==> src/verilog/cepvm_pkg.sv <==
// constants for the exception priority, vector and mask unit
// assumes a 32-bit Avalon-MM register port with byte addresses
`default_nettype none
package cepvm_pkg;
	// register byte offsets
	localparam logic [7:0]  OFF_STATWORD   = 8'h00;
	localparam logic [7:0]  OFF_INT_BASE   = 8'h04;
	localparam logic [7:0]  OFF_EXC_BASE   = 8'h08;
	localparam logic [7:0]  OFF_FAST       = 8'h0C;
	localparam logic [7:0]  OFF_STATUS     = 8'h10;
	localparam logic [7:0]  OFF_MASK       = 8'h14;
	localparam logic [7:0]  OFF_CAUSE      = 8'h18;
	// processor status word fields
	localparam int          SW_ENABLE_BIT  = 16;
	localparam int          SW_LEVEL_LSB   = 24;
	localparam logic        ENABLE_RESET   = 1'h1;
	localparam logic [3:0]  LEVEL_RESET    = 4'h0;
	localparam logic [31:0] BASE_RESET     = 32'h00000000;
	localparam logic [2:0]  EVT_RESET      = 3'h0;
	// event bits of status and mask
	localparam int          EVT_ACCEPT     = 0;
	localparam int          EVT_NMI        = 1;
	localparam int          EVT_FAULT      = 2;
	// fixed reset vector location
	localparam logic [31:0] RESET_VECTOR   = 32'hFFFFFFFC;
	// cause codes, highest priority first
	localparam logic [3:0]  C_RESET        = 4'h0;
	localparam logic [3:0]  C_NMI          = 4'h1;
	localparam logic [3:0]  C_IRQ          = 4'h2;
	localparam logic [3:0]  C_FAST         = 4'h3;
	localparam logic [3:0]  C_IACCESS      = 4'h4;
	localparam logic [3:0]  C_UNDEF        = 4'h5;
	localparam logic [3:0]  C_PRIV         = 4'h6;
	localparam logic [3:0]  C_TRAP         = 4'h7;
	localparam logic [3:0]  C_ADDR         = 4'h8;
	localparam logic [3:0]  C_OACCESS      = 4'h9;
	localparam logic [3:0]  C_FPU          = 4'hA;
	localparam logic [3:0]  C_NONE         = 4'hF;
	// exception table vector numbers
	localparam logic [7:0]  V_NMI          = 8'h1E;
	localparam logic [7:0]  V_IACCESS      = 8'h15;
	localparam logic [7:0]  V_UNDEF        = 8'h17;
	localparam logic [7:0]  V_PRIV         = 8'h14;
	localparam logic [7:0]  V_ADDR         = 8'h1C;
	localparam logic [7:0]  V_OACCESS      = 8'h16;
	localparam logic [7:0]  V_FPU          = 8'h19;
	// fsm states
	typedef enum logic [2:0] {
		S_IDLE  = 3'b001,
		S_FETCH = 3'b010,
		S_DONE  = 3'b100
	} cepvm_state_t;
endpackage : cepvm_pkg
`default_nettype wire

==> src/verilog/cepvm_unit.sv <==
// exception acceptance: priority, vector formation, interrupt masking
// assumes a core holding each request until handler_valid and a
// memory port that returns fetch_valid with fetch_data
`timescale 1ns/1ps
`default_nettype none

module cepvm_unit (
	input  wire logic        clock,
	input  wire logic        resetn,
	input  wire logic [7:0]  address,
	input  wire logic        read,
	input  wire logic        write,
	input  wire logic [31:0] writedata,
	input  wire logic [3:0]  byteenable,
	output var  logic [31:0] readdata,
	output var  logic        waitrequest,
	output var  logic        irq,
	input  wire logic        reset_request,
	input  wire logic        nmi_request,
	input  wire logic        irq_request,
	input  wire logic [3:0]  irq_level,
	input  wire logic [7:0]  irq_vector,
	input  wire logic        irq_fast,
	input  wire logic        iaccess_request,
	input  wire logic        undef_request,
	input  wire logic        priv_request,
	input  wire logic        trap_request,
	input  wire logic [3:0]  trap_number,
	input  wire logic        addr_request,
	input  wire logic        oaccess_request,
	input  wire logic        fpu_request,
	output var  logic        fetch_read,
	output var  logic [31:0] fetch_address,
	input  wire logic        fetch_valid,
	input  wire logic [31:0] fetch_data,
	output var  logic        handler_valid,
	output var  logic [31:0] handler_address,
	output var  logic [3:0]  handler_cause
);
	cepvm_pkg::cepvm_state_t state;
	cepvm_pkg::cepvm_state_t next_state;
	logic        int_enable;
	logic [3:0]  priority_mask_level;
	logic [31:0] interrupt_table_base;
	logic [31:0] exception_table_base;
	logic [31:0] fast_vector;
	logic [2:0]  status;
	logic [2:0]  mask;
	logic        next_int_enable;
	logic [3:0]  next_priority_mask_level;
	logic [31:0] next_interrupt_table_base;
	logic [31:0] next_exception_table_base;
	logic [31:0] next_fast;
	logic [2:0]  next_status;
	logic [2:0]  next_mask;
	logic [31:0] next_readdata;
	logic        next_waitrequest;
	logic        next_irq;
	logic        next_fetch_read;
	logic [31:0] next_fetch_address;
	logic        next_handler_valid;
	logic [31:0] next_handler_address;
	logic [3:0]  next_handler_cause;
	logic        irq_ok;
	logic [3:0]  pick;
	logic        take;
	logic        commit;
	logic [31:0] processor_status_word;

	// merges enabled byte lanes of a write into an old value
	function automatic logic [31:0] merge(input logic [31:0] old, input logic [31:0] wd,
		input logic [3:0] be);
		logic [31:0] r;
		r = old;
		for (int i = 0; i < 4; i++)
		begin
			if (be[i])
				r[8*i +: 8] = wd[8*i +: 8];
		end
		return r;
	endfunction : merge

	// table entry address: base plus vector number times four
	function automatic logic [31:0] entry(input logic [31:0] base, input logic [7:0] vec);
		return base + {22'h000000, vec, 2'h0};
	endfunction : entry

	assign processor_status_word = {4'h0, priority_mask_level, 7'h00, int_enable, 16'h0000};
	// interrupt qualified by enable bit and strict level compare
	assign irq_ok = irq_request && int_enable
		&& (irq_level > priority_mask_level);
	assign take   = (state == cepvm_pkg::S_IDLE) && (pick != cepvm_pkg::C_NONE);
	assign commit = (read || write) && !waitrequest;

	always_comb
	begin
		// fixed order, highest first
		if (reset_request)
			pick = cepvm_pkg::C_RESET;
		else if (nmi_request)
			pick = cepvm_pkg::C_NMI;
		else if (irq_ok)
			pick = irq_fast ? cepvm_pkg::C_FAST : cepvm_pkg::C_IRQ;
		else if (iaccess_request)
			pick = cepvm_pkg::C_IACCESS;
		else if (undef_request)
			pick = cepvm_pkg::C_UNDEF;
		else if (priv_request)
			pick = cepvm_pkg::C_PRIV;
		else if (trap_request)
			pick = cepvm_pkg::C_TRAP;
		else if (addr_request)
			pick = cepvm_pkg::C_ADDR;
		else if (oaccess_request)
			pick = cepvm_pkg::C_OACCESS;
		else if (fpu_request)
			pick = cepvm_pkg::C_FPU;
		else
			pick = cepvm_pkg::C_NONE;
	end

	always_comb
	begin
		next_state           = state;
		next_int_enable      = int_enable;
		next_priority_mask_level  = priority_mask_level;
		next_interrupt_table_base = interrupt_table_base;
		next_exception_table_base = exception_table_base;
		next_fast            = fast_vector;
		next_status          = status;
		next_mask            = mask;
		next_readdata        = readdata;
		next_waitrequest     = 1'h1;
		next_fetch_read      = fetch_read;
		next_fetch_address   = fetch_address;
		next_handler_valid   = 1'h0;
		next_handler_address = handler_address;
		next_handler_cause   = handler_cause;
		// bus: waitrequest drops one cycle after a request is seen
		if ((read || write) && waitrequest)
			next_waitrequest = 1'h0;
		// loaded when the request is seen, so it stands while waitrequest is low
		if (read && !write && waitrequest)
		begin
			case (address)
				cepvm_pkg::OFF_STATWORD: next_readdata = processor_status_word;
				cepvm_pkg::OFF_INT_BASE: next_readdata = interrupt_table_base;
				cepvm_pkg::OFF_EXC_BASE: next_readdata = exception_table_base;
				cepvm_pkg::OFF_FAST:   next_readdata = fast_vector;
				cepvm_pkg::OFF_STATUS: next_readdata = {29'h00000000, status};
				cepvm_pkg::OFF_MASK:   next_readdata = {29'h00000000, mask};
				cepvm_pkg::OFF_CAUSE:  next_readdata = {28'h0000000, handler_cause};
				default:               next_readdata = 32'h00000000;
			endcase
		end
		if (commit && write)
		begin
			case (address)
				cepvm_pkg::OFF_STATWORD:
				begin
					if (byteenable[2])
						next_int_enable = writedata[cepvm_pkg::SW_ENABLE_BIT];
					if (byteenable[3])
						next_priority_mask_level = writedata[cepvm_pkg::SW_LEVEL_LSB +: 4];
				end
				cepvm_pkg::OFF_INT_BASE:
					next_interrupt_table_base = merge(interrupt_table_base, writedata, byteenable);
				cepvm_pkg::OFF_EXC_BASE:
					next_exception_table_base = merge(exception_table_base, writedata, byteenable);
				cepvm_pkg::OFF_FAST:   next_fast = merge(fast_vector, writedata, byteenable);
				cepvm_pkg::OFF_STATUS:
				begin
					if (byteenable[0])
						next_status = status & ~writedata[2:0];
				end
				cepvm_pkg::OFF_MASK:
				begin
					if (byteenable[0])
						next_mask = writedata[2:0];
				end
				default:               next_mask = mask;
			endcase
		end
		case (state)
			cepvm_pkg::S_IDLE:
			begin
				if (take)
				begin
					next_int_enable    = 1'h0;
					next_handler_cause = pick;
					next_status[cepvm_pkg::EVT_ACCEPT] = 1'h1;
					if (pick == cepvm_pkg::C_NMI)
						next_status[cepvm_pkg::EVT_NMI] = 1'h1;
					if (pick >= cepvm_pkg::C_IACCESS && pick != cepvm_pkg::C_TRAP)
						next_status[cepvm_pkg::EVT_FAULT] = 1'h1;
					next_fetch_read = 1'h1;
					next_state      = cepvm_pkg::S_FETCH;
					case (pick)
						cepvm_pkg::C_RESET:   next_fetch_address = cepvm_pkg::RESET_VECTOR;
						cepvm_pkg::C_NMI:     next_fetch_address = entry(exception_table_base, cepvm_pkg::V_NMI);
						cepvm_pkg::C_IRQ:     next_fetch_address = entry(interrupt_table_base, irq_vector);
						cepvm_pkg::C_TRAP:
							next_fetch_address = entry(interrupt_table_base, {4'h0, trap_number});
						cepvm_pkg::C_IACCESS:
							next_fetch_address = entry(exception_table_base, cepvm_pkg::V_IACCESS);
						cepvm_pkg::C_UNDEF:   next_fetch_address = entry(exception_table_base, cepvm_pkg::V_UNDEF);
						cepvm_pkg::C_PRIV:    next_fetch_address = entry(exception_table_base, cepvm_pkg::V_PRIV);
						cepvm_pkg::C_ADDR:    next_fetch_address = entry(exception_table_base, cepvm_pkg::V_ADDR);
						cepvm_pkg::C_OACCESS: next_fetch_address = entry(exception_table_base, cepvm_pkg::V_OACCESS);
						cepvm_pkg::C_FPU:     next_fetch_address = entry(exception_table_base, cepvm_pkg::V_FPU);
						default:
						begin
							// fast interrupt: no table read
							next_fetch_read      = 1'h0;
							next_handler_address = fast_vector;
							next_handler_valid   = 1'h1;
							next_state           = cepvm_pkg::S_DONE;
						end
					endcase
				end
			end
			cepvm_pkg::S_FETCH:
			begin
				if (fetch_valid)
				begin
					next_fetch_read      = 1'h0;
					next_handler_address = fetch_data;
					next_handler_valid   = 1'h1;
					next_state           = cepvm_pkg::S_DONE;
				end
			end
			cepvm_pkg::S_DONE:
				next_state = cepvm_pkg::S_IDLE;
			default:
				next_state = cepvm_pkg::S_IDLE;
		endcase
		next_irq = |(next_status & next_mask);
	end

	always_ff @(posedge clock or negedge resetn)
	begin
		if (!resetn)
		begin
			state           <= cepvm_pkg::S_IDLE;
			int_enable      <= cepvm_pkg::ENABLE_RESET;
			priority_mask_level  <= cepvm_pkg::LEVEL_RESET;
			interrupt_table_base <= cepvm_pkg::BASE_RESET;
			exception_table_base <= cepvm_pkg::BASE_RESET;
			fast_vector     <= cepvm_pkg::BASE_RESET;
			status          <= cepvm_pkg::EVT_RESET;
			mask            <= cepvm_pkg::EVT_RESET;
			readdata        <= 32'h00000000;
			waitrequest     <= 1'h1;
			irq             <= 1'h0;
			fetch_read      <= 1'h0;
			fetch_address   <= 32'h00000000;
			handler_valid   <= 1'h0;
			handler_address <= 32'h00000000;
			handler_cause   <= cepvm_pkg::C_NONE;
		end
		else
		begin
			state           <= next_state;
			int_enable      <= next_int_enable;
			priority_mask_level  <= next_priority_mask_level;
			interrupt_table_base <= next_interrupt_table_base;
			exception_table_base <= next_exception_table_base;
			fast_vector     <= next_fast;
			status          <= next_status;
			mask            <= next_mask;
			readdata        <= next_readdata;
			waitrequest     <= next_waitrequest;
			irq             <= next_irq;
			fetch_read      <= next_fetch_read;
			fetch_address   <= next_fetch_address;
			handler_valid   <= next_handler_valid;
			handler_address <= next_handler_address;
			handler_cause   <= next_handler_cause;
		end
	end

	a_take_clears_ie: assert property (@(posedge clock) disable iff (!resetn)
		take && !(commit && write && address == cepvm_pkg::OFF_STATWORD) |=> !int_enable)
		else $error("enable bit not cleared on acceptance");
	a_irq_level_gate: assert property (@(posedge clock) disable iff (!resetn)
		take && (pick == cepvm_pkg::C_IRQ || pick == cepvm_pkg::C_FAST)
			|-> int_enable && irq_level > priority_mask_level)
		else $error("interrupt taken without enable or level");
	a_nmi_over_irq: assert property (@(posedge clock) disable iff (!resetn)
		take && nmi_request && !reset_request |-> pick == cepvm_pkg::C_NMI)
		else $error("nmi lost priority");
	a_fast_branch: assert property (@(posedge clock) disable iff (!resetn)
		take && pick == cepvm_pkg::C_FAST
			|=> handler_valid && !fetch_read && handler_address == $past(fast_vector))
		else $error("fast interrupt did not branch to fast vector");
	a_reset_fixed: assert property (@(posedge clock) disable iff (!resetn)
		take && pick == cepvm_pkg::C_RESET
			|=> fetch_read && fetch_address == cepvm_pkg::RESET_VECTOR)
		else $error("reset vector not fixed");
	a_exc_table: assert property (@(posedge clock) disable iff (!resetn)
		take && pick == cepvm_pkg::C_FPU
			|=> fetch_address == $past(exception_table_base) + 32'h00000064)
		else $error("fpu vector not from exception table");
	a_trap_table: assert property (@(posedge clock) disable iff (!resetn)
		take && pick == cepvm_pkg::C_TRAP
			|=> fetch_address == $past(interrupt_table_base) + {26'h0, $past(trap_number), 2'h0})
		else $error("trap vector not from interrupt table");
	a_level_write: assert property (@(posedge clock) disable iff (!resetn)
		commit && write && address == cepvm_pkg::OFF_STATWORD && byteenable[3]
			|=> priority_mask_level == $past(writedata[27:24]))
		else $error("mask level write lost");
	a_blocked_idle: assert property (@(posedge clock) disable iff (!resetn)
		!int_enable && !reset_request && !nmi_request && !iaccess_request && !undef_request
			&& !priv_request && !trap_request && !addr_request && !oaccess_request
			&& !fpu_request |-> !take)
		else $error("interrupt taken while disabled");
	a_wait_one: assert property (@(posedge clock) disable iff (!resetn)
		(read || write) && waitrequest |=> !waitrequest ##1 waitrequest)
		else $error("bus answer not one cycle");
endmodule : cepvm_unit

`default_nettype wire

==> config.mk <==
export PLATFORM = sky130hd
export DESIGN_NAME = cepvm_unit
export DESIGN_NICKNAME = d
export VERILOG_FILES = /design/src/verilog/cepvm_pkg.sv /design/src/verilog/cepvm_unit.sv
export SDC_FILE = /design/constraint.sdc
export NUM_CORES = 1
export LEC_CHECK = 0
export BUFFER_PORTS_ARGS = -buffer_cell sky130_fd_sc_hd__clkbuf_2
export CAP_MARGIN = 40
export CORE_MARGIN = 3
export CORE_UTILIZATION = 39
export CTS_BUF_LIST = sky130_fd_sc_hd__clkbuf_4
export CTS_CLUSTER_SIZE = 12
export DETAILED_ROUTE_END_ITERATION = 6
export PLACE_DENSITY_LB_ADDON = 0.3
export SYNTH_ARGS = -nofsm -noshare
export SYNTH_HDL_FRONTEND = slang
export SYNTH_SLANG_ARGS = --single-unit
==> constraint.sdc <==
create_clock -name clock -period 3.7 [get_ports clock]
set_input_delay 0.74 -clock clock [delete_from_list [all_inputs] [get_ports clock]]
set_output_delay 0.74 -clock clock [all_outputs]
set_load 0.005 [all_outputs]
---- Word-level counts from Yosys, hierarchy flattened ----
Cells that the tools add are included.
storage, ports and cells
  bits in registers ....................... 214
  input port bits ......................... 108
  output and inout port bits .............. 104
  word-level logic and storage cells ...... 142
operators by class
  add/sub/neg operators ................... 9
  order comparisons ....................... 2
  equal/unequal tests ..................... 22
  multiplexer cells ....................... 45
  bitwise logic cells ..................... 3
  reductions and logical operators ........ 36
operators with widths
  operator               number
  $pmux 32 s10           1
  $add 32x7->32 const B  7
  $pmux 32 s7            1
  $mux 32                3
  $pmux 32 s2            1
  $reduce_and 3->1       15
  $mux 3                 14
  $add 32x10->32         1
  $add 32x6->32          1
  $mux 4                 7
  $eq 8x5->1 const B     3
  $eq 4x3->1 const B     4
  $eq 8x4->1 const B     2
  $mux 1                 15
  $eq 4x4->1 const B     3
  $reduce_bool 10->1     1
  $reduce_or 10->1       1
  $logic_and 1x1->1      9
  $eq 8x3->1 const B     1
  $logic_not 8->1        1
  $and 3x3->3            2
  $ne 2x2->1 const B     3
  $pmux 3 s2             1
  $eq 4x1->1 const B     1
  other kinds (16)       19

---- Longest topological paths before layout ----
Gate-level depths: netlist of the first run.
  depth after elaboration ................. 17
  mapped depth ............................ 18

---- Worst setup path before layout of the first run ----
OpenSTA, ideal clock, no wires.
  path type ............................... input-to-reg
  start point ............................. in irq_level[3]
  end point ............................... reg fetch_address[13]
  setup time .............................. 0.126 ns
  data arrival time ....................... 4.293 ns
  data required time ...................... 3.574 ns
  slack ................................... -0.719 ns
  stages on the path ...................... 15
  cell sequence ........................... ha_1 a21oi_1 a31oi_2 nand2b_1 nor2_4 mux2_2 ha_1 a21oi_1 o2111ai_1 a31o_2 a21oi_1 nand2b_1 xor2_1 nor2_1 o32a_1
on the way
  longest elaborated chain between the ends .. 8
ends and longest elaborated chain
  what                                                               line               text
  start: declaration                                                 cepvm_unit.sv:21   input wire logic [3:0] irq_level,
  $gt 4x4->1 (*)                                                     cepvm_unit.sv:91   && (irq_level > priority_mask_level);
  $logic_and 1x1->1 (*)                                              cepvm_unit.sv:91
  $mux 4 (*)                                                         cepvm_unit.sv:102  else if (irq_ok)
  $mux 4 (*)                                                         cepvm_unit.sv:100  else if (nmi_request)
  $mux 4 (*)                                                         cepvm_unit.sv:98   if (reset_request)
  $eq 4x1->1, or another cell as far along                           cepvm_unit.sv:198  case (pick)
  $reduce_bool 10->1 (no line) or $logic_and 1x1->1 (tied branches)  --
  $reduce_and 3->1 (no line)                                         --
  end signal: assignment                                             cepvm_unit.sv:275  fetch_address <= next_fetch_address;
  end: declaration                                                   cepvm_unit.sv:33   output var logic [31:0] fetch_address,
Every way passes the cells marked *; elsewhere a longest branch is shown, timed or not.
A chain may end at the register's enable or synchronous reset.

---- Final worst setup path of the first run ----
  start point ............................. reg priority_mask_level[1]
  end point ............................... reg fetch_address[23]
on the way
  longest elaborated chain between the ends .. 8
ends and longest elaborated chain
  what                                                               line               text
  start: declaration                                                 cepvm_unit.sv:43   logic [3:0] priority_mask_level;
  start signal: assignment                                           cepvm_unit.sv:246  priority_mask_level <= cepvm_pkg::LEVEL_RESET;
  start signal: assignment                                           cepvm_unit.sv:265  priority_mask_level <= next_priority_mask_level;
  $gt 4x4->1 (*)                                                     cepvm_unit.sv:91
  $logic_and 1x1->1 (*)                                              cepvm_unit.sv:91
  $mux 4 (*)                                                         cepvm_unit.sv:102
  $mux 4 (*)                                                         cepvm_unit.sv:100
  $mux 4 (*)                                                         cepvm_unit.sv:98
  $eq 4x1->1, or another cell as far along                           cepvm_unit.sv:198
  $reduce_bool 10->1 (no line) or $logic_and 1x1->1 (tied branches)  --
  $reduce_and 3->1 (no line)                                         --
Marks and branches as above.

==> results of run 1 <==
flip-flops by register name, indices dropped and copies added (netlist names):
signal                flops
handler_cause             4
handler_address          32
readdata                 32
fast_vector              32
fetch_read                1
interrupt_table_base     32
handler_valid             1
fetch_address            32
irq                       1
status                    3
int_enable                1
exception_table_base     32
waitrequest               1
state                     3
mask                      3
priority_mask_level       4
worst reg2reg max path, stage by stage (launching register included):
cell and delay, ns:
sky130_fd_sc_hd__dfrtp_1 0.39, sky130_fd_sc_hd__inv_2 0.09, sky130_fd_sc_hd__ha_4 0.20, sky130_fd_sc_hd__nor2b_4 0.13, sky130_fd_sc_hd__o211ai_4 0.20, sky130_fd_sc_hd__a21oi_4 0.10, sky130_fd_sc_hd__buf_6 0.14, sky130_fd_sc_hd__mux2i_4 0.19
sky130_fd_sc_hd__nor2_4 0.22, sky130_fd_sc_hd__mux2_4 0.36, sky130_fd_sc_hd__ha_4 0.29, sky130_fd_sc_hd__nand3_2 0.08, sky130_fd_sc_hd__o2111ai_2 0.21, sky130_fd_sc_hd__buf_4 0.16, sky130_fd_sc_hd__nor3_2 0.04, sky130_fd_sc_hd__or3_4 0.39
sky130_fd_sc_hd__xnor2_1 0.19, sky130_fd_sc_hd__a221oi_2 0.32, sky130_fd_sc_hd__a21oi_1 0.10
report_power, final:
part           internal, W  leakage [nW]  switching (W)
logic             0.000898          4.10        0.00112
registers          0.00278          2.75       0.000305
clock network      0.00103         0.428        0.00105
total              0.00471          7.27        0.00247
cell families after synthesis:
| family | share of synthesized area, % |
|---|---|
| simple gates | 14.5 |
| mux | 12.9 |
| buf+inv | 3.31 |
| fa+ha+maj | 2.45 |
| flops | 44.1 |
| compound gates | 20.2 |
| xor+xnor | 2.52 |
worst min path at each step:
stage / start / end / slack (ns) / depth (start not counted)
finish: resetn / handler_valid$_DFF_PN0_ / 0.07 / 1
floorplan: resetn / exception_table_base[0]$_DFFE_PN0P_ / 0.44 / 0
global placement: readdata[28]$_DFFE_PN0P_ / readdata[28]$_DFFE_PN0P_ / 0.47 / 2
CTS: resetn / handler_address[8]$_DFFE_PN0P_ / 0.03 / 1
detailed placement: handler_cause[0]$_DFFE_PN1P_ / handler_cause[0]$_DFFE_PN1P_ / 0.47 / 2
global route: resetn / handler_valid$_DFF_PN0_ / 0.07 / 1
synth_stat cells (5+ instances only):
cell and n:
sky130_fd_sc_hd__nor4_1 6, sky130_fd_sc_hd__mux2_2 104, sky130_fd_sc_hd__a222oi_1 10, sky130_fd_sc_hd__a31oi_1 14, sky130_fd_sc_hd__nor3_1 18, sky130_fd_sc_hd__nor2_1 104, sky130_fd_sc_hd__a22o_1 31, sky130_fd_sc_hd__o211ai_1 5
sky130_fd_sc_hd__nand4_1 17, sky130_fd_sc_hd__o31ai_1 8, sky130_fd_sc_hd__xor2_1 24, sky130_fd_sc_hd__ha_1 19, sky130_fd_sc_hd__or3_1 7, sky130_fd_sc_hd__clkbuf_1 38, sky130_fd_sc_hd__o221ai_1 5, sky130_fd_sc_hd__o22a_1 5
sky130_fd_sc_hd__nand2_1 112, sky130_fd_sc_hd__dfstp_2 7, sky130_fd_sc_hd__a21oi_1 108, sky130_fd_sc_hd__nor3b_1 7, sky130_fd_sc_hd__mux2i_1 37, sky130_fd_sc_hd__and3_1 10, sky130_fd_sc_hd__xnor2_1 11, sky130_fd_sc_hd__inv_1 15
sky130_fd_sc_hd__o22ai_1 9, sky130_fd_sc_hd__nor2b_1 15, sky130_fd_sc_hd__nand3_1 29, sky130_fd_sc_hd__buf_2 28, sky130_fd_sc_hd__o21ai_0 78, sky130_fd_sc_hd__nand2b_1 12, sky130_fd_sc_hd__a221oi_1 12, sky130_fd_sc_hd__dfrtp_1 207
sky130_fd_sc_hd__a22oi_1 32
metal layers:
metal	up-vias	share of wire (%)	wire length (µm)	GRT usage (%)
met4	4	2.9	1280	8.53
met5	-	0.061	27	0
met2	586	45	20000	40.1
met3	93	8.6	3850	5.78
li1	5348	-	-	-
met1	5767	44	19400	36.4
stage by stage:
step / hold slack, ns / setup WS [ns] / std cells
6_report: 0.0693 / -0.243 / 2039
5_1_grt: 0.0681 / -0.357 / 2039
2_1_floorplan: 0.444 / -0.387 / 1236
3_3_place_gp: 0.467 / -0.632 / 1909
3_5_place_dp: 0.468 / -0.679 / 1910
4_1_cts: 0.0268 / -0.167 / 2025
layout make-up:
class | instances | area, µm²
timing repair buffer | 373 | 2350
fill | 2874 | 14800
clock buffer | 82 | 616
antenna | 3 | 7.51
inverter | 16 | 60.1
multi-input combinational | 931 | 6870
clock inverter | 24 | 115
tap | 396 | 495
sequential | 214 | 5360
timing repair:
action	CTS	global route
resized for setup	36	24
buffers inserted	9	11
endpoints found under the setup margin	26	27
pin swaps	32	26
gates cloned	0	0
==> flow_summary.html, run 1 <==
<table>
<tr><th>Metric</th><th>Value</th></tr>
<tr><th colspan="2">Outcome</th></tr>
<tr><td>Outcome</td><td>complete, but fails checks</td></tr>
<tr><td>Violations in the final reports</td><td>negative setup slack</td></tr>
<tr><th colspan="2">Synthesis</th></tr>
<tr><td>Proportion of synthesized chip area in sequential cells</td><td>around 44%</td></tr>
<tr><td>Post-Synthesis Cell Area</td><td>between 10000 and 15000 µm²</td></tr>
<tr><td>Mapped Nets</td><td>1366</td></tr>
<tr><td>Count of mapped cells out of synthesis</td><td>roughly 1200</td></tr>
<tr><td>FFs w/ async S/R, synth</td><td>between 90% and 100%</td></tr>
<tr><td>Distinct cell type count of the synthesized netlist</td><td>85</td></tr>
<tr><td>Most common flop cell mapped by yosys</td><td>sky130_fd_sc_hd__dfrtp_1</td></tr>
<tr><td>Area contributors post-synth</td><td>sky130_fd_sc_hd__dfrtp_1 (43%), sky130_fd_sc_hd__mux2_2 (9.6%), sky130_fd_sc_hd__a21oi_1 (4.4%)</td></tr>
<tr><td>Yosys warns</td><td>0</td></tr>
<tr><td>Share of the synthesized area in the top cell type</td><td>between 40% and 50%</td></tr>
<tr><td>Number of enable-type register cells in the synthesized netlist</td><td>0</td></tr>
<tr><td>Post-synthesis cell type with the largest combined area</td><td>sky130_fd_sc_hd__dfrtp_1</td></tr>
<tr><td>Post-synthesis average cell area</td><td>between 9 and 10 µm²</td></tr>
<tr><td>Flip-flop and latch count after synthesis</td><td>roughly 210</td></tr>
<tr><th colspan="2">Worst setup path</th></tr>
<tr><td>Most Frequent Cell on Critical Path</td><td>sky130_fd_sc_hd__ha_4</td></tr>
<tr><td>Number of logic stages on the critical path including buffering</td><td>18</td></tr>
<tr><td>Kind of critical path</td><td>reg -&gt; reg</td></tr>
<tr><td>WP data arrival</td><td>4.51 ns</td></tr>
<tr><td>Number of cell instances on the worst register-to-register path</td><td>18</td></tr>
<tr><td>Buffer and inverter count on the worst path</td><td>3</td></tr>
<tr><td>Beginning of the critical path</td><td>priority_mask_level[1]$_DFFE_PN0P_</td></tr>
<tr><td>List of cells traversed by the critical path</td><td>inv_2 &gt; ha_4 &gt; nor2b_4 &gt; o211ai_4 &gt; a21oi_4 &gt; buf_6 &gt; mux2i_4 &gt; nor2_4 &gt; mux2_4 &gt; ha_4 &gt; nand3_2 &gt; o2111ai_2 &gt; buf_4 &gt; nor3_2 &gt; or3_4 &gt; xnor2_1 &gt; a221oi_2 &gt; a21oi_1</td></tr>
<tr><td>RR Startpoint</td><td>priority_mask_level[1]$_DFFE_PN0P_</td></tr>
<tr><td>CP Capture Point</td><td>fetch_address[23]$_DFFE_PN0P_</td></tr>
<tr><td>Req. time, crit path</td><td>approximately 4.3 ns</td></tr>
<tr><td>Top fanout value on the critical path</td><td>6</td></tr>
<tr><td>Peak per-stage delay on the critical path</td><td>0.39 ns</td></tr>
<tr><td>Slowest stage cell, crit path</td><td>sky130_fd_sc_hd__dfrtp_1</td></tr>
<tr><td>R2r setup slk</td><td>-0.24 ns</td></tr>
<tr><td>Endpoint of the worst-slack reg-to-reg timing path</td><td>fetch_address[23]$_DFFE_PN0P_</td></tr>
<tr><td>Startpoint type of the worst setup path</td><td>register</td></tr>
<tr><td>Kind of end point of the critical path</td><td>register</td></tr>
<tr><td>Top cell family by delay on the critical path</td><td>compound AO/OA/AOI/OAI gates</td></tr>
<tr><th colspan="2">Routing</th></tr>
<tr><td>Remaining antenna violation count</td><td>0</td></tr>
<tr><td>Vias per inst</td><td>5.79</td></tr>
<tr><td>Drt first pass iters</td><td>5</td></tr>
<tr><td>Vias post-DR</td><td>11800</td></tr>
<tr><td>Routed Wire Length</td><td>around 45000 µm</td></tr>
<tr><td>Wire per inst</td><td>~22 µm</td></tr>
<tr><td>DR DRC count</td><td>0</td></tr>
<tr><td>Number of DRC markers in iteration 0</td><td>1035</td></tr>
<tr><th colspan="2">Clock tree</th></tr>
<tr><td>CTS Hold Bufs</td><td>0</td></tr>
<tr><td>Deepest clock path buffer count</td><td>3</td></tr>
<tr><td>Clock Sink Count</td><td>214</td></tr>
<tr><td>Clock tree from TritonCTS</td><td>yes</td></tr>
<tr><td>Source-to-sink clock delay at the later pin of the worst-skew pair</td><td>around 0.72 ns</td></tr>
<tr><td>Max H-tree Level</td><td>2</td></tr>
<tr><td>Total clock buffers created by CTS</td><td>58</td></tr>
<tr><td>Clock-pin slew on the worst setup and hold paths</td><td>~0.07 ns</td></tr>
<tr><td>CTS root buffer</td><td>sky130_fd_sc_hd__clkbuf_4</td></tr>
<tr><th colspan="2">Global route</th></tr>
<tr><td>Number of antenna violations at the first check in global routing</td><td>6</td></tr>
<tr><td>Largest net degree at the start of global routing</td><td>85</td></tr>
<tr><td>Via count of the first global-routing pass</td><td>roughly 12000</td></tr>
<tr><td>Global-route wire length before repair</td><td>about 70000 µm</td></tr>
<tr><td>Total routing resource utilization after global routing</td><td>between 20% and 30%</td></tr>
<tr><td>Total grt overflow</td><td>0</td></tr>
<tr><th colspan="2">Hold path</th></tr>
<tr><td>Hold crit path type</td><td>in -&gt; async</td></tr>
<tr><th colspan="2">Power and ir drop</th></tr>
<tr><td>Post-route total power</td><td>0.00718 W</td></tr>
<tr><td>Power per standard cell area</td><td>about 450 nW/µm²</td></tr>
<tr><td>Peak ir drop on the vdd network</td><td>about 0.30 mV</td></tr>
<tr><td>Total leakage power</td><td>7.27 nW</td></tr>
<tr><th colspan="2">Final layout</th></tr>
<tr><td>Most frequent cells in the layout</td><td>sky130_fd_sc_hd__clkbuf_2 (210), sky130_fd_sc_hd__dfrtp_1 (207), sky130_fd_sc_hd__buf_4 (152)</td></tr>
<tr><td>Area Overhead vs Synth</td><td>30.6%</td></tr>
<tr><td>Ratio of cells with drive above 1 in the final layout</td><td>approximately two fifths</td></tr>
<tr><td>Nets@finish</td><td>roughly 1700</td></tr>
<tr><td>Post-layout util</td><td>around 52%</td></tr>
<tr><td>Leading cell type in the layout, fill and taps excluded</td><td>sky130_fd_sc_hd__clkbuf_2</td></tr>
<tr><td>Final Cell Area</td><td>approximately 16000 µm²</td></tr>
<tr><th colspan="2">Floorplanning</th></tr>
<tr><td>Initial core utilization</td><td>approximately two fifths</td></tr>
<tr><td>IO Pins</td><td>around 210</td></tr>
<tr><td>Total core area</td><td>approximately 31000 µm²</td></tr>
<tr><td>Total number of placement rows</td><td>between 60 and 70</td></tr>
<tr><td>Die X-Extent</td><td>approximately 180 µm</td></tr>
<tr><td>Vertical die dimension</td><td>around 180 µm</td></tr>
<tr><td>Die area</td><td>33300 µm²</td></tr>
<tr><th colspan="2">STA</th></tr>
<tr><td>Post-route worst setup slack</td><td>-0.243 ns</td></tr>
<tr><td>Final period demand of the worst path</td><td>3.94 ns</td></tr>
<tr><td>Number of failing setup endpoints in the final timing report</td><td>23</td></tr>
<tr><td>Share of the clock period used by the worst path</td><td>107%</td></tr>
<tr><td>Peak Freq</td><td>around 250 MHz</td></tr>
<tr><td>Clock skew after layout</td><td>~0.042 ns</td></tr>
<tr><td>Hold violation total from the final report</td><td>0</td></tr>
<tr><td>Worst Max-Slew Pin Slew</td><td>approximately 0.77 ns</td></tr>
<tr><td>Setup repair after global routing missed its margin</td><td>yes</td></tr>
<tr><td>Setup TNS after final layout</td><td>-2.38 ns</td></tr>
<tr><td>Count of pins over their slew limit</td><td>0</td></tr>
<tr><td>Slew margin rel.</td><td>about half</td></tr>
<tr><th colspan="2">Place</th></tr>
<tr><td>Placement Cell Area</td><td>about 15000 µm²</td></tr>
<tr><td>Port Buf Inserts</td><td>approximately 210</td></tr>
<tr><td>Detailed placer's ending HPWL</td><td>33400 µm</td></tr>
<tr><td>Placer's final routability congestion estimate</td><td>about 0.94</td></tr>
<tr><th colspan="2">Run</th></tr>
<tr><td>Number of max-capacitance violations reported</td><td>0</td></tr>
</table>
Note: power is estimated with default switching activity, not from simulation.
==> run 2: changes to the inputs <==
--- a/config.mk
+++ b/config.mk
@@ -8,7 +8,7 @@
 export BUFFER_PORTS_ARGS = -buffer_cell sky130_fd_sc_hd__clkbuf_2
 export CAP_MARGIN = 40
 export CORE_MARGIN = 3
-export CORE_UTILIZATION = 39
+export CORE_UTILIZATION = 40
 export CTS_BUF_LIST = sky130_fd_sc_hd__clkbuf_4
 export CTS_CLUSTER_SIZE = 12
 export DETAILED_ROUTE_END_ITERATION = 6
==> run 2 against run 1 <==
Compared with the run above: the run still ends with negative setup slack left; register-to-register slack improved by 0.05 ns; die area fell by 2.4%; global-route usage rose by 0.60 points; total power rose by 1.8%; cell count fell by 0.59%; largest cell class unchanged; first-iteration DRC count rose by 8.8%; clock-buffer cell count rose by 10; via count fell by 1.5%; flip-flop and latch count did not move; worst hold slack improved by 0.12 ns; critical path depth did not move; clock power rose by 5%.
==> flow_summary.html, run 2 (synthesis gave the netlist of run 1 again) <==
<table>
<tr><th>Metric</th><th>Value</th></tr>
<tr><th colspan="2">Floorplanning</th></tr>
<tr><td>Die X-Extent</td><td>180 µm (-1.2%)</td></tr>
<tr><td>Vertical die dimension</td><td>180 µm (-1.2%)</td></tr>
<tr><td>Initial core utilization</td><td>40.8% (+1.2 points)</td></tr>
<tr><td>Total number of placement rows</td><td>63 (-1.6%)</td></tr>
<tr><td>Die area</td><td>32500 µm² (-2.4%)</td></tr>
<tr><td>IO Pins</td><td>212 (unchanged)</td></tr>
<tr><td>Total core area</td><td>29800 µm² (-2.8%)</td></tr>
<tr><th colspan="2">Place</th></tr>
<tr><td>Placer's final routability congestion estimate</td><td>0.954 (+1.1%)</td></tr>
<tr><td>Detailed placer's ending HPWL</td><td>33200 µm (-0.44%)</td></tr>
<tr><td>Port Buf Inserts</td><td>211 (unchanged)</td></tr>
<tr><th colspan="2">Clock tree</th></tr>
<tr><td>Total clock buffers created by CTS</td><td>59 (+1.7%)</td></tr>
<tr><td>CTS root buffer</td><td>sky130_fd_sc_hd__clkbuf_4</td></tr>
<tr><td>Max H-tree Level</td><td>2 (unchanged)</td></tr>
<tr><td>Clock Sink Count</td><td>214 (unchanged)</td></tr>
<tr><td>Clock-pin slew on the worst setup and hold paths</td><td>0.06 ns (about the same)</td></tr>
<tr><td>Source-to-sink clock delay at the later pin of the worst-skew pair</td><td>0.72 ns (about the same)</td></tr>
<tr><td>Clock tree from TritonCTS</td><td>yes</td></tr>
<tr><td>Deepest clock path buffer count</td><td>3 (unchanged)</td></tr>
<tr><th colspan="2">Global route</th></tr>
<tr><td>Total routing resource utilization after global routing</td><td>26.6% (+0.60 points)</td></tr>
<tr><td>Global-route wire length before repair</td><td>68900 µm (+0.77%)</td></tr>
<tr><td>Via count of the first global-routing pass</td><td>11600 (-0.34%)</td></tr>
<tr><td>Largest net degree at the start of global routing</td><td>69 (-19%)</td></tr>
<tr><td>Total grt overflow</td><td>0 (unchanged)</td></tr>
<tr><td>Number of antenna violations at the first check in global routing</td><td>1 (-5)</td></tr>
<tr><th colspan="2">STA</th></tr>
<tr><td>Slew margin rel.</td><td>46.0% (-2.2 points)</td></tr>
<tr><td>Clock skew after layout</td><td>0.0447 ns (+0.00265 ns)</td></tr>
<tr><td>Count of pins over their slew limit</td><td>0 (unchanged)</td></tr>
<tr><td>Share of the clock period used by the worst path</td><td>105% (-1.5 points)</td></tr>
<tr><td>Final period demand of the worst path</td><td>3.89 ns (-0.0546 ns)</td></tr>
<tr><td>Worst Max-Slew Pin Slew</td><td>0.803 ns (+0.0302 ns)</td></tr>
<tr><td>Number of failing setup endpoints in the final timing report</td><td>21 (-8.7%)</td></tr>
<tr><td>Hold violation total from the final report</td><td>0 (unchanged)</td></tr>
<tr><td>Tightest hold margin</td><td>0.185 ns (+0.116 ns)</td></tr>
<tr><td>Setup repair after global routing missed its margin</td><td>yes</td></tr>
<tr><td>Peak Freq</td><td>257 MHz (+1.4%)</td></tr>
<tr><td>Post-route worst setup slack</td><td>-0.189 ns (+0.0546 ns)</td></tr>
<tr><th colspan="2">Power and ir drop</th></tr>
<tr><td>Post-route total power</td><td>0.00731 W (+1.8%)</td></tr>
<tr><td>Power per standard cell area</td><td>459 nW/µm² (+1.5%)</td></tr>
<tr><td>Peak ir drop on the vdd network</td><td>0.367 mV (+24%)</td></tr>
<tr><td>Total leakage power</td><td>7.33 nW (+0.77%)</td></tr>
<tr><th colspan="2">Final layout</th></tr>
<tr><td>Area Overhead vs Synth</td><td>31.0%</td></tr>
<tr><td>Ratio of cells with drive above 1 in the final layout</td><td>41.5% (+0.53 points)</td></tr>
<tr><td>Fillers</td><td>2776 (-3.4%)</td></tr>
<tr><td>Nets@finish</td><td>1720 (-0.23%)</td></tr>
<tr><td>Most frequent cells in the layout</td><td>sky130_fd_sc_hd__clkbuf_2 (210), sky130_fd_sc_hd__dfrtp_1 (207), sky130_fd_sc_hd__buf_4 (144)</td></tr>
<tr><td>Leading cell type in the layout, fill and taps excluded</td><td>sky130_fd_sc_hd__clkbuf_2</td></tr>
<tr><th colspan="2">Worst setup path</th></tr>
<tr><td>Number of logic stages on the critical path including buffering</td><td>18 (unchanged)</td></tr>
<tr><td>WP data arrival</td><td>4.45 ns (-0.06 ns)</td></tr>
<tr><td>Req. time, crit path</td><td>4.26 ns (about the same)</td></tr>
<tr><td>Most Frequent Cell on Critical Path</td><td>sky130_fd_sc_hd__ha_4</td></tr>
<tr><td>Startpoint type of the worst setup path</td><td>register</td></tr>
<tr><td>Peak per-stage delay on the critical path</td><td>0.39 ns (about the same)</td></tr>
<tr><td>Number of cell instances on the worst register-to-register path</td><td>18 (unchanged)</td></tr>
<tr><td>Top cell family by delay on the critical path</td><td>compound AO/OA/AOI/OAI gates</td></tr>
<tr><td>Top fanout value on the critical path</td><td>6 (unchanged)</td></tr>
<tr><td>Slowest stage cell, crit path</td><td>sky130_fd_sc_hd__dfrtp_1</td></tr>
<tr><td>Kind of end point of the critical path</td><td>register</td></tr>
<tr><td>Buffer and inverter count on the worst path</td><td>3 (unchanged)</td></tr>
<tr><td>List of cells traversed by the critical path</td><td>inv_2 &gt; ha_4 &gt; nor2b_4 &gt; o211ai_4 &gt; a21oi_4 &gt; buf_12 &gt; mux2i_4 &gt; nor2_4 &gt; mux2_4 &gt; ha_4 &gt; nand3_2 &gt; o2111ai_2 &gt; buf_4 &gt; nor3_2 &gt; or3_4 &gt; xnor2_2 &gt; a221oi_2 &gt; a21oi_1</td></tr>
<tr><td>Kind of critical path</td><td>reg -&gt; reg</td></tr>
<tr><th colspan="2">Routing</th></tr>
<tr><td>Vias post-DR</td><td>11600 (-1.5%)</td></tr>
<tr><td>Wire per inst</td><td>21.8 µm (about the same)</td></tr>
<tr><td>Routed Wire Length</td><td>44300 µm (-0.67%)</td></tr>
<tr><td>DR DRC count</td><td>0 (unchanged)</td></tr>
<tr><td>Remaining antenna violation count</td><td>0 (unchanged)</td></tr>
<tr><td>Number of DRC markers in iteration 0</td><td>1126 (+8.8%)</td></tr>
<tr><td>Vias per inst</td><td>5.74 (-0.88%)</td></tr>
<tr><td>Drt first pass iters</td><td>7 (+2)</td></tr>
<tr><th colspan="2">Hold path</th></tr>
<tr><td>Worst hold stages</td><td>2</td></tr>
<tr><td>Hold crit path type</td><td>in -&gt; reg</td></tr>
<tr><th colspan="2">Run</th></tr>
<tr><td>Number of max-capacitance violations reported</td><td>0 (unchanged)</td></tr>
<tr><th colspan="2">Outcome</th></tr>
<tr><td>Outcome</td><td>complete, but fails checks</td></tr>
<tr><td>Violations in the final reports</td><td>negative setup slack</td></tr>
</table>
==> run 2: path summary, 6_finish.rpt <==
check	startpoint	end	slack [ns]
worst min register to register	readdata[11]$_DFFE_PN0P_	readdata[11]$_DFFE_PN0P_	0.48
worst max register to register	priority_mask_level[1]$_DFFE_PN0P_	fetch_address[23]$_DFFE_PN0P_	-0.19
worst min-delay path	read	waitrequest$_DFF_PN1_	0.18
max in group asynchronous	resetn	state[0]$_DFFE_PN1P_	2.25
worst max-delay path	priority_mask_level[1]$_DFFE_PN0P_	fetch_address[23]$_DFFE_PN0P_	-0.19
min in group asynchronous	resetn	handler_address[24]$_DFFE_PN0P_	0.59
==> run 2: metal layers <==
layer / part of all wire (%) / wire length [µm] / GRT usage [%]
met1: 44 / 19300 / 38.0
met2: 45 / 19900 / 40.9
met3: 8.7 / 3840 / 5.39
met4: 2.9 / 1280 / 8.47
met5: 0 / 0 / 0
==> run 2: worst reg2reg max path, cell delays in order (launching register included) <==
cell and delay [ns]:
sky130_fd_sc_hd__dfrtp_1 0.39, sky130_fd_sc_hd__inv_2 0.08, sky130_fd_sc_hd__ha_4 0.20, sky130_fd_sc_hd__nor2b_4 0.13, sky130_fd_sc_hd__o211ai_4 0.22, sky130_fd_sc_hd__a21oi_4 0.11
sky130_fd_sc_hd__buf_12 0.15, sky130_fd_sc_hd__mux2i_4 0.19, sky130_fd_sc_hd__nor2_4 0.22, sky130_fd_sc_hd__mux2_4 0.35, sky130_fd_sc_hd__ha_4 0.28, sky130_fd_sc_hd__nand3_2 0.07
sky130_fd_sc_hd__o2111ai_2 0.18, sky130_fd_sc_hd__buf_4 0.15, sky130_fd_sc_hd__nor3_2 0.03, sky130_fd_sc_hd__or3_4 0.39, sky130_fd_sc_hd__xnor2_2 0.17, sky130_fd_sc_hd__a221oi_2 0.30
sky130_fd_sc_hd__a21oi_1 0.11
==> run 2: power by group <==
part / internal [W] / switching, W / leakage [nW]
logic: 0.000915 / 0.00112 / 4.12
clock network: 0.00113 / 0.00105 / 0.458
registers: 0.00278 / 0.000312 / 2.75
==> run 2: what timing repair did <==
item,in CTS,in global routing
setup endpoints to repair,26,26
hold endpoints to repair,5,0
setup buffers,7,4
hold buffers,1,0
pin swaps,31,19
gates resized for setup,38,31
==> run 2: final cells by class <==
class,instances,area [µm²],area share [%]
multi-input cells,931,6900,43.3
diodes,1,2.50,0.0157
clock inverters,15,80.1,0.503
clock buffers,92,691,4.34
flip-flops and latches,214,5360,33.7
inverters,16,60.1,0.377
repair buffers,368,2340,14.7
well taps,390,488,3.06
==> run 2: per-stage QoR <==
step / worst slack (ns) / setup TNS, ns / instance area [µm²] / cells / utilization (%)
2_1_floorplan: -0.387 / -5.14 / 12400 / 1236 / -
3_3_place_gp: -0.641 / -13.52 / 14800 / 1907 / 49.5
3_5_place_dp: -0.684 / -14.75 / 14800 / 1907 / 49.5
4_1_cts: -0.172 / -1.79 / 15700 / 2022 / 52.8
5_1_grt: -0.356 / -6.10 / 15900 / 2027 / 53.5
6_report: -0.189 / -2.02 / 15900 / 2027 / 53.5
